<file path="src/rtl/sioa_cfg.svh">
// Register offsets, field positions, reset values and setting codes for the I/O allocation block
`ifndef SIOA_CFG_SVH
`define SIOA_CFG_SVH
// Register byte offsets
`define SIOA_OFS_IN_A    8'h00
`define SIOA_OFS_IN_B    8'h04
`define SIOA_OFS_IN_C    8'h08
`define SIOA_OFS_OUT_A   8'h0c
`define SIOA_OFS_OUT_B   8'h10
`define SIOA_OFS_OUT_C   8'h14
`define SIOA_OFS_INV     8'h18
`define SIOA_OFS_CTRL    8'h1c
`define SIOA_OFS_STAT    8'h20
`define SIOA_OFS_PINS    8'h24
// Reset values
`define SIOA_RST_IN_A    16'h1000
`define SIOA_RST_IN_B    16'h8802
`define SIOA_RST_IN_C    16'h6543
`define SIOA_RST_OUT_A   16'h0000
`define SIOA_RST_OUT_B   16'h0100
`define SIOA_RST_OUT_C   16'h0000
`define SIOA_RST_INV     3'h0
`define SIOA_RST_CTRL    1'h0
// Field positions of the four-bit setting digits
`define SIOA_POS_FWD_TRAVEL  12
`define SIOA_POS_REV_TRAVEL  0
`define SIOA_POS_FWD_FORCE   8
`define SIOA_POS_REV_FORCE   12
`define SIOA_POS_HOMING      0
`define SIOA_POS_LATCH_1     4
`define SIOA_POS_LATCH_2     8
`define SIOA_POS_LATCH_3     12
`define SIOA_POS_POS_DONE    0
`define SIOA_POS_SPD_MATCH   4
`define SIOA_POS_MOTION      8
`define SIOA_POS_FORCE_LIM   0
`define SIOA_POS_SPEED_LIM   4
`define SIOA_POS_BRAKE       8
`define SIOA_POS_NEAR        0
// Input setting codes
`define SIOA_CODE_ON         4'h7
`define SIOA_CODE_OFF        4'h8
`define SIOA_CODE_INV_BASE   4'h9
`define SIOA_CODE_LATCH_MIN  3'h4
// AXI responses
`define SIOA_RESP_OKAY       2'h0
`define SIOA_RESP_SLVERR     2'h2
`endif

</file>
<file path="src/rtl/sioa_pkg.sv">
// Types shared by the I/O allocation block
package sioa_pkg;
  // Motor current sequencer, Gray coded along blocked-enabling-running
  typedef enum logic [1:0] {
    SIOA_BB_BLOCKED  = 2'h0,
    SIOA_BB_ENABLING = 2'h1,
    SIOA_BB_RUNNING  = 2'h3
  } sioa_bb_state_t;
  // Control mode reported by the drive core
  typedef enum logic [1:0] {
    SIOA_MODE_POSITION = 2'h0,
    SIOA_MODE_SPEED    = 2'h1,
    SIOA_MODE_FORCE    = 2'h2
  } sioa_mode_t;
endpackage

</file>
<file path="src/rtl/sioa_in_map.sv">
// Decoder of one input function setting onto the synchronised input pins
`timescale 1ns/10ps
`default_nettype none
`include "sioa_cfg.svh"
module sioa_in_map
  import sioa_pkg::*;
#(
  parameter bit ACTIVE_LOW = 1'b0,  // Function is valid at low pin level by default
  parameter bit LATCH_ONLY = 1'b0   // Only the three latch-capable pins may be chosen
) (
  // Setting and pins
  input  wire logic [3:0] map_code,
  input  wire logic [6:0] pin_level,
  // Result
  output logic            func_level,
  output logic            code_invalid
);
  logic [3:0] sel;  // Pin index 0 for pin 13, 1..6 for pins 7..12
  logic       inv;  // Inverted polarity selected

  // Decode fixed levels, pin choice and polarity
  always_comb begin
    func_level   = 1'b0;
    code_invalid = 1'b0;
    inv          = (map_code >= `SIOA_CODE_INV_BASE);
    sel          = inv ? (map_code - `SIOA_CODE_INV_BASE) : map_code;
    if (map_code == `SIOA_CODE_ON) begin
      func_level = 1'b1;
    end else if (map_code == `SIOA_CODE_OFF) begin
      func_level = 1'b0;
    end else if (LATCH_ONLY && (sel[2:0] < `SIOA_CODE_LATCH_MIN)) begin
      // Pin 13 and pins 7 to 9 cannot latch; function stays inactive
      code_invalid = 1'b1;
    end else begin
      // Any number of functions may read the same pin level
      func_level = pin_level[sel[2:0]] ^ ACTIVE_LOW ^ inv;
    end
  end
endmodule
`default_nettype wire

</file>
<file path="src/rtl/sioa_out_map.sv">
// Router of output functions onto three output pairs with OR merge and inversion
`timescale 1ns/10ps
`default_nettype none
module sioa_out_map
  import sioa_pkg::*;
#(
  parameter int NFUNC = 7  // Number of routable output functions
) (
  // Settings
  input  wire logic [4*NFUNC-1:0] route_codes,
  input  wire logic [2:0]         pair_invert,
  // Function levels, already gated by mode validity
  input  wire logic [NFUNC-1:0]   func_active,
  // Pair levels
  output logic      [2:0]         pair_level
);
  genvar p;
  generate
    for (p = 0; p < 3; p++) begin : g_pair
      logic merged;  // OR of every function routed here
      // Code p+1 selects this pair, code 0 leaves a function unconnected
      always_comb begin
        merged = 1'b0;
        for (int f = 0; f < NFUNC; f++) begin
          if (route_codes[4*f +: 4] == 4'(p + 1)) begin
            merged = merged | func_active[f];
          end
        end
        pair_level[p] = merged ^ pair_invert[p];
      end
    end
  endgenerate
endmodule
`default_nettype wire

</file>
<file path="src/rtl/sioa_top.sv">
// Top of the sequence I/O allocation block with its AXI4-Lite register slave
`timescale 1ns/10ps
`default_nettype none
`include "sioa_cfg.svh"
module sioa_top
  import sioa_pkg::*;
#(
  parameter int ADDR_W = 8  // AXI address width
) (
  // Clock and reset
  input  wire logic              aclk,
  input  wire logic              aresetn,
  // AXI4-Lite write address
  input  wire logic [ADDR_W-1:0] s_axi_awaddr,
  input  wire logic              s_axi_awvalid,
  output logic                   s_axi_awready,
  // AXI4-Lite write data
  input  wire logic [31:0]       s_axi_wdata,
  input  wire logic [3:0]        s_axi_wstrb,
  input  wire logic              s_axi_wvalid,
  output logic                   s_axi_wready,
  // AXI4-Lite write response
  output logic [1:0]             s_axi_bresp,
  output logic                   s_axi_bvalid,
  input  wire logic              s_axi_bready,
  // AXI4-Lite read
  input  wire logic [ADDR_W-1:0] s_axi_araddr,
  input  wire logic              s_axi_arvalid,
  output logic                   s_axi_arready,
  output logic [31:0]            s_axi_rdata,
  output logic [1:0]             s_axi_rresp,
  output logic                   s_axi_rvalid,
  input  wire logic              s_axi_rready,
  // Physical inputs: bit 0 pin 13, bits 1..6 pins 7..12, 1 = circuit on
  input  wire logic [6:0]        sio_pin_in,
  input  wire logic              safety_block_in_a,
  input  wire logic              safety_block_in_b,
  // Drive core status feeding output functions
  input  wire logic [1:0]        control_mode,
  input  wire logic              position_done_flag,
  input  wire logic              speed_match_flag,
  input  wire logic              motion_detect_flag,
  input  wire logic              force_limited_flag,
  input  wire logic              speed_limited_flag,
  input  wire logic              brake_release_req,
  input  wire logic              near_target_flag,
  // Input functions towards the drive core
  output logic                   fwd_travel_inhibit,
  output logic                   rev_travel_inhibit,
  output logic                   fwd_force_limit_in,
  output logic                   rev_force_limit_in,
  output logic                   homing_slowdown_in,
  output logic                   latch_trigger_1,
  output logic                   latch_trigger_2,
  output logic                   latch_trigger_3,
  // Output pairs, bit 0 first pair
  output logic [2:0]             sio_pair_out,
  // Safety and power stage
  output logic                   motor_current_enable,
  output logic                   safety_monitor_out
);
  localparam int NIN  = 8;  // Input functions
  localparam int NOUT = 7;  // Output functions
  // Default polarity per input function: overtravel high, others low
  localparam logic [NIN-1:0] IN_ACT_LOW = 8'hfc;
  // Functions restricted to latch-capable pins
  localparam logic [NIN-1:0] IN_LATCH   = 8'he0;

  // Setting registers
  logic [15:0] in_map_a_q;    // input_map_setting_a
  logic [15:0] in_map_b_q;    // input_map_setting_b
  logic [15:0] in_map_c_q;    // input_map_setting_c
  logic [15:0] out_map_a_q;   // output_map_setting_a
  logic [15:0] out_map_b_q;   // output_map_setting_b
  logic [15:0] out_map_c_q;   // output_map_setting_c
  logic [2:0]  out_inv_q;     // output_invert_setting
  logic        servo_on_q;    // Software request for motor current
  // Synchronisers; first stages are read only by second stages
  logic [8:0]  sync1_q;
  logic [8:0]  sync2_q;
  // Decoded functions
  logic [4*NIN-1:0]  in_codes;
  logic [NIN-1:0]    in_func;
  logic [NIN-1:0]    in_bad;
  logic [NIN-1:0]    in_func_q;
  logic [4*NOUT-1:0] out_codes;
  logic [NOUT-1:0]   out_func;
  logic [2:0]        pair_lvl;
  logic [2:0]        pair_q;
  // Safety sequencer
  sioa_bb_state_t    bb_state_q;
  logic              both_on;
  logic              monitor_q;
  // AXI slave state
  logic              awready_q;
  logic              wready_q;
  logic              aw_have_q;
  logic              w_have_q;
  logic [ADDR_W-1:0] aw_addr_q;
  logic [31:0]       w_data_q;
  logic [3:0]        w_strb_q;
  logic              bvalid_q;
  logic [1:0]        bresp_q;
  logic              arready_q;
  logic              rvalid_q;
  logic [31:0]       rdata_q;
  logic [1:0]        rresp_q;
  logic              wr_fire;
  logic [7:0]        wr_ofs;
  logic [7:0]        rd_ofs;
  logic [31:0]       rd_word;
  logic              rd_hit;

  // Merge a write into a 16-bit register honouring byte strobes
  function automatic logic [15:0] merge16(input logic [15:0] old, input logic [31:0] dat,
                                          input logic [3:0] strb);
    logic [15:0] r;
    r = old;
    if (strb[0]) begin
      r[7:0] = dat[7:0];
    end
    if (strb[1]) begin
      r[15:8] = dat[15:8];
    end
    return r;
  endfunction

  // Two-stage synchroniser on pins and safety inputs
  always_ff @(posedge aclk) begin
    if (!aresetn) begin
      sync1_q <= 9'h000;
      sync2_q <= 9'h000;
    end else begin
      sync1_q <= {safety_block_in_b, safety_block_in_a, sio_pin_in};
      sync2_q <= sync1_q;
    end
  end

  // Gather input setting digits in function order
  assign in_codes = {in_map_c_q[`SIOA_POS_LATCH_3 +: 4], in_map_c_q[`SIOA_POS_LATCH_2 +: 4],
                     in_map_c_q[`SIOA_POS_LATCH_1 +: 4], in_map_c_q[`SIOA_POS_HOMING +: 4],
                     in_map_b_q[`SIOA_POS_REV_FORCE +: 4], in_map_b_q[`SIOA_POS_FWD_FORCE +: 4],
                     in_map_b_q[`SIOA_POS_REV_TRAVEL +: 4], in_map_a_q[`SIOA_POS_FWD_TRAVEL +: 4]};

  // One decoder per input function, all reading the same synced pins
  genvar gi;
  generate
    for (gi = 0; gi < NIN; gi++) begin : g_in
      sioa_in_map #(
        .ACTIVE_LOW (IN_ACT_LOW[gi]),
        .LATCH_ONLY (IN_LATCH[gi])
      ) u_in (
        .map_code     (in_codes[4*gi +: 4]),
        .pin_level    (sync2_q[6:0]),
        .func_level   (in_func[gi]),
        .code_invalid (in_bad[gi])
      );
    end
  endgenerate

  // Register input functions so outputs come from flip-flops
  always_ff @(posedge aclk) begin
    if (!aresetn) begin
      in_func_q <= '0;
    end else begin
      in_func_q <= in_func;
    end
  end
  assign fwd_travel_inhibit = in_func_q[0];
  assign rev_travel_inhibit = in_func_q[1];
  assign fwd_force_limit_in = in_func_q[2];
  assign rev_force_limit_in = in_func_q[3];
  assign homing_slowdown_in = in_func_q[4];
  assign latch_trigger_1    = in_func_q[5];
  assign latch_trigger_2    = in_func_q[6];
  assign latch_trigger_3    = in_func_q[7];

  // Output functions, masked where the mode cannot detect them
  assign out_func = {near_target_flag, brake_release_req, speed_limited_flag, force_limited_flag,
                     motion_detect_flag,
                     speed_match_flag & (control_mode == SIOA_MODE_SPEED),
                     position_done_flag & (control_mode == SIOA_MODE_POSITION)};
  assign out_codes = {out_map_c_q[`SIOA_POS_NEAR +: 4], out_map_b_q[`SIOA_POS_BRAKE +: 4],
                      out_map_b_q[`SIOA_POS_SPEED_LIM +: 4], out_map_b_q[`SIOA_POS_FORCE_LIM +: 4],
                      out_map_a_q[`SIOA_POS_MOTION +: 4], out_map_a_q[`SIOA_POS_SPD_MATCH +: 4],
                      out_map_a_q[`SIOA_POS_POS_DONE +: 4]};

  sioa_out_map #(
    .NFUNC (NOUT)
  ) u_out (
    .route_codes (out_codes),
    .pair_invert (out_inv_q),
    .func_active (out_func),
    .pair_level  (pair_lvl)
  );

  // Output pair flops
  always_ff @(posedge aclk) begin
    if (!aresetn) begin
      pair_q <= 3'h0;
    end else begin
      pair_q <= pair_lvl;
    end
  end
  assign sio_pair_out = pair_q;

  // Both hard-wired safety inputs on after synchronisation
  assign both_on = sync2_q[7] & sync2_q[8];

  // Motor current sequencer: blocking is immediate, enabling takes a cycle
  always_ff @(posedge aclk) begin
    if (!aresetn) begin
      bb_state_q <= SIOA_BB_BLOCKED;
    end else begin
      case (bb_state_q)
        SIOA_BB_BLOCKED: begin
          if (both_on && servo_on_q) begin
            bb_state_q <= SIOA_BB_ENABLING;
          end
        end
        SIOA_BB_ENABLING: begin
          // One settle cycle so a glitchy release cannot pulse the stage
          bb_state_q <= (both_on && servo_on_q) ? SIOA_BB_RUNNING : SIOA_BB_BLOCKED;
        end
        SIOA_BB_RUNNING: begin
          if (!both_on || !servo_on_q) begin
            bb_state_q <= SIOA_BB_BLOCKED;
          end
        end
        default: begin
          bb_state_q <= SIOA_BB_BLOCKED;
        end
      endcase
    end
  end
  assign motor_current_enable = bb_state_q[1]; // Set only in RUNNING

  // Monitor output: both inputs on and current really cut
  always_ff @(posedge aclk) begin
    if (!aresetn) begin
      monitor_q <= 1'b0;
    end else begin
      monitor_q <= both_on && (bb_state_q == SIOA_BB_BLOCKED);
    end
  end
  assign safety_monitor_out = monitor_q;

  // Write address channel: one outstanding write at a time
  always_ff @(posedge aclk) begin
    if (!aresetn) begin
      awready_q <= 1'b1;
      aw_have_q <= 1'b0;
      aw_addr_q <= '0;
    end else if (awready_q && s_axi_awvalid) begin
      awready_q <= 1'b0;
      aw_have_q <= 1'b1;
      aw_addr_q <= s_axi_awaddr;
    end else if (wr_fire) begin
      aw_have_q <= 1'b0;
    end else if (bvalid_q && s_axi_bready) begin
      awready_q <= 1'b1;
    end
  end

  // Write data channel, accepted independently of the address
  always_ff @(posedge aclk) begin
    if (!aresetn) begin
      wready_q <= 1'b1;
      w_have_q <= 1'b0;
      w_data_q <= 32'h0;
      w_strb_q <= 4'h0;
    end else if (wready_q && s_axi_wvalid) begin
      wready_q <= 1'b0;
      w_have_q <= 1'b1;
      w_data_q <= s_axi_wdata;
      w_strb_q <= s_axi_wstrb;
    end else if (wr_fire) begin
      w_have_q <= 1'b0;
    end else if (bvalid_q && s_axi_bready) begin
      wready_q <= 1'b1;
    end
  end

  assign wr_fire = aw_have_q && w_have_q && !bvalid_q;
  assign wr_ofs  = 8'({aw_addr_q[ADDR_W-1:2], 2'b00});

  // Write response; unmapped or read-only offsets answer SLVERR
  always_ff @(posedge aclk) begin
    if (!aresetn) begin
      bvalid_q <= 1'b0;
      bresp_q  <= `SIOA_RESP_OKAY;
    end else if (wr_fire) begin
      bvalid_q <= 1'b1;
      bresp_q  <= (wr_ofs <= `SIOA_OFS_CTRL) ? `SIOA_RESP_OKAY : `SIOA_RESP_SLVERR;
    end else if (bvalid_q && s_axi_bready) begin
      bvalid_q <= 1'b0;
    end
  end

  // Setting registers written by software
  always_ff @(posedge aclk) begin
    if (!aresetn) begin
      in_map_a_q  <= `SIOA_RST_IN_A;
      in_map_b_q  <= `SIOA_RST_IN_B;
      in_map_c_q  <= `SIOA_RST_IN_C;
      out_map_a_q <= `SIOA_RST_OUT_A;
      out_map_b_q <= `SIOA_RST_OUT_B;
      out_map_c_q <= `SIOA_RST_OUT_C;
      out_inv_q   <= `SIOA_RST_INV;
      servo_on_q  <= `SIOA_RST_CTRL;
    end else if (wr_fire) begin
      case (wr_ofs)
        `SIOA_OFS_IN_A:  in_map_a_q  <= merge16(in_map_a_q, w_data_q, w_strb_q);
        `SIOA_OFS_IN_B:  in_map_b_q  <= merge16(in_map_b_q, w_data_q, w_strb_q);
        `SIOA_OFS_IN_C:  in_map_c_q  <= merge16(in_map_c_q, w_data_q, w_strb_q);
        `SIOA_OFS_OUT_A: out_map_a_q <= merge16(out_map_a_q, w_data_q, w_strb_q);
        `SIOA_OFS_OUT_B: out_map_b_q <= merge16(out_map_b_q, w_data_q, w_strb_q);
        `SIOA_OFS_OUT_C: out_map_c_q <= merge16(out_map_c_q, w_data_q, w_strb_q);
        `SIOA_OFS_INV: begin
          if (w_strb_q[0]) begin
            out_inv_q <= w_data_q[2:0];
          end
        end
        `SIOA_OFS_CTRL: begin
          if (w_strb_q[0]) begin
            servo_on_q <= w_data_q[0];
          end
        end
        default: begin
          // Unmapped or read-only: nothing stored
        end
      endcase
    end
  end

  // Read decode; status words show live decoded state
  assign rd_ofs = 8'({s_axi_araddr[ADDR_W-1:2], 2'b00});
  always_comb begin
    rd_word = 32'h0;
    rd_hit  = 1'b1;
    case (rd_ofs)
      `SIOA_OFS_IN_A:  rd_word = {16'h0, in_map_a_q};
      `SIOA_OFS_IN_B:  rd_word = {16'h0, in_map_b_q};
      `SIOA_OFS_IN_C:  rd_word = {16'h0, in_map_c_q};
      `SIOA_OFS_OUT_A: rd_word = {16'h0, out_map_a_q};
      `SIOA_OFS_OUT_B: rd_word = {16'h0, out_map_b_q};
      `SIOA_OFS_OUT_C: rd_word = {16'h0, out_map_c_q};
      `SIOA_OFS_INV:   rd_word = {29'h0, out_inv_q};
      `SIOA_OFS_CTRL:  rd_word = {31'h0, servo_on_q};
      `SIOA_OFS_STAT:  rd_word = {13'h0, pair_q, 1'b0, bb_state_q, monitor_q,
                                  motor_current_enable, in_bad[7:5], in_func_q};
      `SIOA_OFS_PINS:  rd_word = {23'h0, sync2_q};
      default:         rd_hit  = 1'b0;
    endcase
  end

  // Read channel: capture on address handshake, hold until taken
  always_ff @(posedge aclk) begin
    if (!aresetn) begin
      arready_q <= 1'b1;
      rvalid_q  <= 1'b0;
      rdata_q   <= 32'h0;
      rresp_q   <= `SIOA_RESP_OKAY;
    end else if (arready_q && s_axi_arvalid) begin
      arready_q <= 1'b0;
      rvalid_q  <= 1'b1;
      rdata_q   <= rd_word;
      rresp_q   <= rd_hit ? `SIOA_RESP_OKAY : `SIOA_RESP_SLVERR;
    end else if (rvalid_q && s_axi_rready) begin
      rvalid_q  <= 1'b0;
      arready_q <= 1'b1;
    end
  end

  assign s_axi_awready = awready_q;
  assign s_axi_wready  = wready_q;
  assign s_axi_bvalid  = bvalid_q;
  assign s_axi_bresp   = bresp_q;
  assign s_axi_arready = arready_q;
  assign s_axi_rvalid  = rvalid_q;
  assign s_axi_rdata   = rdata_q;
  assign s_axi_rresp   = rresp_q;
endmodule
`default_nettype wire

</file>
<file path="config.mk">
export PLATFORM = sky130hd
export DESIGN_NAME = sioa_top
export DESIGN_NICKNAME = d
export VERILOG_FILES = /design/src/rtl/sioa_pkg.sv /design/src/rtl/sioa_in_map.sv /design/src/rtl/sioa_out_map.sv /design/src/rtl/sioa_top.sv
export VERILOG_INCLUDE_DIRS = /design/src /design/src/rtl
export SDC_FILE = /design/constraint.sdc
export NUM_CORES = 1
export LEC_CHECK = 0
export ABC_AREA = 0
export BUFFER_PORTS_ARGS = -buffer_cell sky130_fd_sc_hd__buf_2
export CAP_MARGIN = 5
export CORE_ASPECT_RATIO = 0.75
export CORE_UTILIZATION = 62
export CTS_CLUSTER_DIAMETER = 200
export DETAILED_ROUTE_END_ITERATION = 12
export PLACE_DENSITY = 0.86
export SYNTH_ARGS = -nofsm -noshare
export SYNTH_HDL_FRONTEND = slang
export SYNTH_SLANG_ARGS = --single-unit
</file>
<file path="constraint.sdc">
create_clock -name aclk -period 4.4 [get_ports aclk]
set_input_delay 0 -clock aclk [delete_from_list [all_inputs] [get_ports aclk]]
set_output_delay 0 -clock aclk [all_outputs]
set_load 0.01 [all_outputs]
</file>
==> impl_metrics.tcl <==
set metrics [dict create \
    outcome "completed" \
    hold_viol 0 \
    cap_violations 0 \
    start_kind "register" \
    first_global_vias 8015 \
    worstHoldStart "s_axi_awvalid" \
    grt_pass1_wl_um 42200 \
    clkTransAtPathRegs_ns 0.07 \
    slew_headroom_pct 16.8 \
    worst_path_max_delay_cell "dlygate4sd3_1" \
    leakagePower_nw 4.30 \
    drtIter0Drc 1013 \
    grt.overflow.total 0 \
    post-route-drc-count 0 \
    yosys_warnings 0 \
    period_share_pct 56.5 \
    critical_path.max_fanout 20 \
    num_rows 38 \
    hpwl_um 17700 \
    die_area_um2 15700 \
    ys_top_cells_by_count "nand2_1, dfxtp_1, a21boi_0" \
    cts_root_buf "clkbuf_16" \
    insertedDiodeCount 0 \
    cts_buffer_depth 2 \
    swShare_pct 23.4 \
    viasPerCell 6.12 \
    synthTopCellsByArea "dfxtp_1, nand2_1, mux2i_1" \
    vias 8489 \
    period_needed_ns 2.49 \
    min_path_type "in -> reg" \
    wl_per_cell_um 19.6 \
    synthCells 1088 \
    synth_most_common_cell "nand2_1" \
    gp_congestion 0.910 \
    rsz0062_at_grt "false" \
    synth_seq_cells 184 \
    dp.cells 1315 \
    cp-end-kind "register" \
    firstDrtPassIters 8 \
    track_usage_pct 35.6 \
    avgSynthCellArea_um2 8.66 \
    final_antenna_net_count 0 \
    slew_viol_final 0 \
    cp_slowest_stage_delay_ns 0.67 \
    ir_drop_mv 0.260 \
    area_delta_synth_final_pct 15.2 \
    path_cells "nand2_1 > nor4b_1 > dlygate4sd3_1 > o31ai_1 > a21boi_0" \
    cts_resized 0 \
    finalSetupViolCount 0 \
    fp.dieW_um 144 \
    yosys.area.top_type "dfxtp_1" \
    crit_start "s_axi_arready" \
    floorplan.initialDensity_pct 64.4 \
    fin_worst_skew_ns 0.00689 \
    path_buf_inv 1 \
    whs_ns 0.0664 \
    r2r_start "s_axi_arready" \
    clkSinkCount 184 \
    synthDistinctLibCells 62 \
    cts_tree "done" \
    clock_power_share_pct 44.1 \
    max_freq_mhz 402 \
    critical_path_arrival_ns 2.85 \
    wl_um 27200 \
    async_flop_share_pct 0 \
    pwr-share-seq_pct 48.9 \
    worstPathRequired_ns 4.77 \
    clkLatencyLatePin_ns 0.44 \
    final_cells 1387 \
    die_y_um 109 \
    io_buffers 93 \
    power.switching_uw 850 \
    core_area_um2 14600 \
    tightestPinTransition_ns 1.24 \
    tns_ns 0 \
    pwr_density_cell_nw_per_um2 334 \
    htreeDepth 4 \
    antenna_found_initial 0 \
    synthesis.area_um2 9430 \
    p_int_mw 2.78 \
    yosysSeqAreaShare_pct 39.1 \
    grt_max_degree 138 \
    nets 1283 \
    synth_ff_type "dfxtp_1" \
    io_pins 131 \
    synth_top_area_share_pct 39.1 \
    cts_made_buffers 17 \
    synth_edf_count 0 \
    crit_type "reg -> reg" \
    critPathTopFamily "simple AND/OR/NAND/NOR gates" \
    drive_gt1_share_pct 13.5 \
    comb_power_share_pct 7.0 \
]
## placed cells by master, fill, tap and decap left out, types with 20 or more instances in the layout
master and count:
a21boi_0 90, a22oi_1 20, and2_1 26, buf_2 92
dfxtp_1 184, dlygate4sd3_1 40, ha_1 32, inv_1 32
mux2i_1 71, nand2_1 212, nand3_1 24, nor2_1 28
nor2b_1 41, o21ai_0 58
## cell type report
cell class / count / area, µm²
clock buffer: 25 / 495
clock inverter: 7 / 115
fill: 1050 / 3790
inverter: 32 / 120
multi-input combinational: 803 / 5300
sequential: 184 / 3680
tap: 200 / 250
timing repair buffer: 136 / 891
## path summary, 6_finish.rpt
kind / cells after the start / endpoint / slack, ns
worst min-delay path: 4 / aw_addr_q[3] / 0.07
worst max register to register: 5 / s_axi_rdata[0] / 1.91
worst max-delay path: 5 / s_axi_rdata[0] / 1.91
worst min register to register: 1 / sync2_q[8] / 0.43
## through the flow
stage / utilization, % / total power [mW] / worst slack (ns) / area [µm²]
6_report: 74.1 / 3.63 / 1.91 / 10900
5_1_grt: 74.1 / 3.72 / 1.74 / 10900
4_1_cts: 74.1 / 3.61 / 1.95 / 10900
3_5_place_dp: 67.2 / 2.02 / 1.99 / 9850
3_3_place_gp: 67.2 / 2.02 / 2.08 / 9850
2_1_floorplan: - / 1.93 / 2.18 / 9480
## layer usage
| metal | part of all wire (%) | up-vias | GRT usage (%) | routed length (µm) |
|---|---|---|---|---|
| met5 | 0 | - | 0 | 0 |
| met4 | 3.4 | 0 | 17.3 | 914 |
| met3 | 12 | 83 | 10.1 | 3240 |
| met2 | 43 | 499 | 52.8 | 11700 |
| met1 | 42 | 3963 | 47.6 | 11300 |
| li1 | - | 3944 | - | - |
## power groups by stage
stage               Sequential, mW  Clock (mW)  Combinational (mW)
floorplan                     1.78           0               0.157
global route                  1.77        1.67               0.277
detailed placement            1.80           0               0.219
global placement              1.80           0               0.213
CTS                           1.77        1.59               0.248
finish                        1.77        1.60               0.255
## cells by family after synthesis
group / Yosys count / share of synthesized area (%)
AND/OR/NAND/NOR: 402 / 21.1
AO/OA/AOI/OAI: 261 / 19.2
flip-flops: 184 / 39.1
buffers and inverters: 115 / 5.30
multiplexers: 89 / 10.6
adder cells (fa/ha/maj): 32 / 4.25
XOR/XNOR: 4 / 0.372
other: 1 / 0.0398
## tightest hold or removal path: cells and delay by family
kind / cells / cell delay [ns]
simple gates: 2 / 0.31
buf+inv: 1 / 0.08
compound gates: 1 / 0.07
## timing repair
action	CTS	global route
buffers inserted	0	0
endpoints found under the hold margin	42	0
hold buffers	40	0
## flip-flops by register name (all words and copies together), names as in the netlist, 3 cells and up
name and cells:
aw_addr_q 6, in_func_q 8, in_map_a_q 16, in_map_b_q 16, in_map_c_q 16, out_inv_q 3, out_map_a_q 16, out_map_b_q 16
out_map_c_q 16, s_axi_rdata 19, sio_pair_out 3, sync1_q 9, sync2_q 9, w_data_q 16
(Power assumes the default switching activity.)
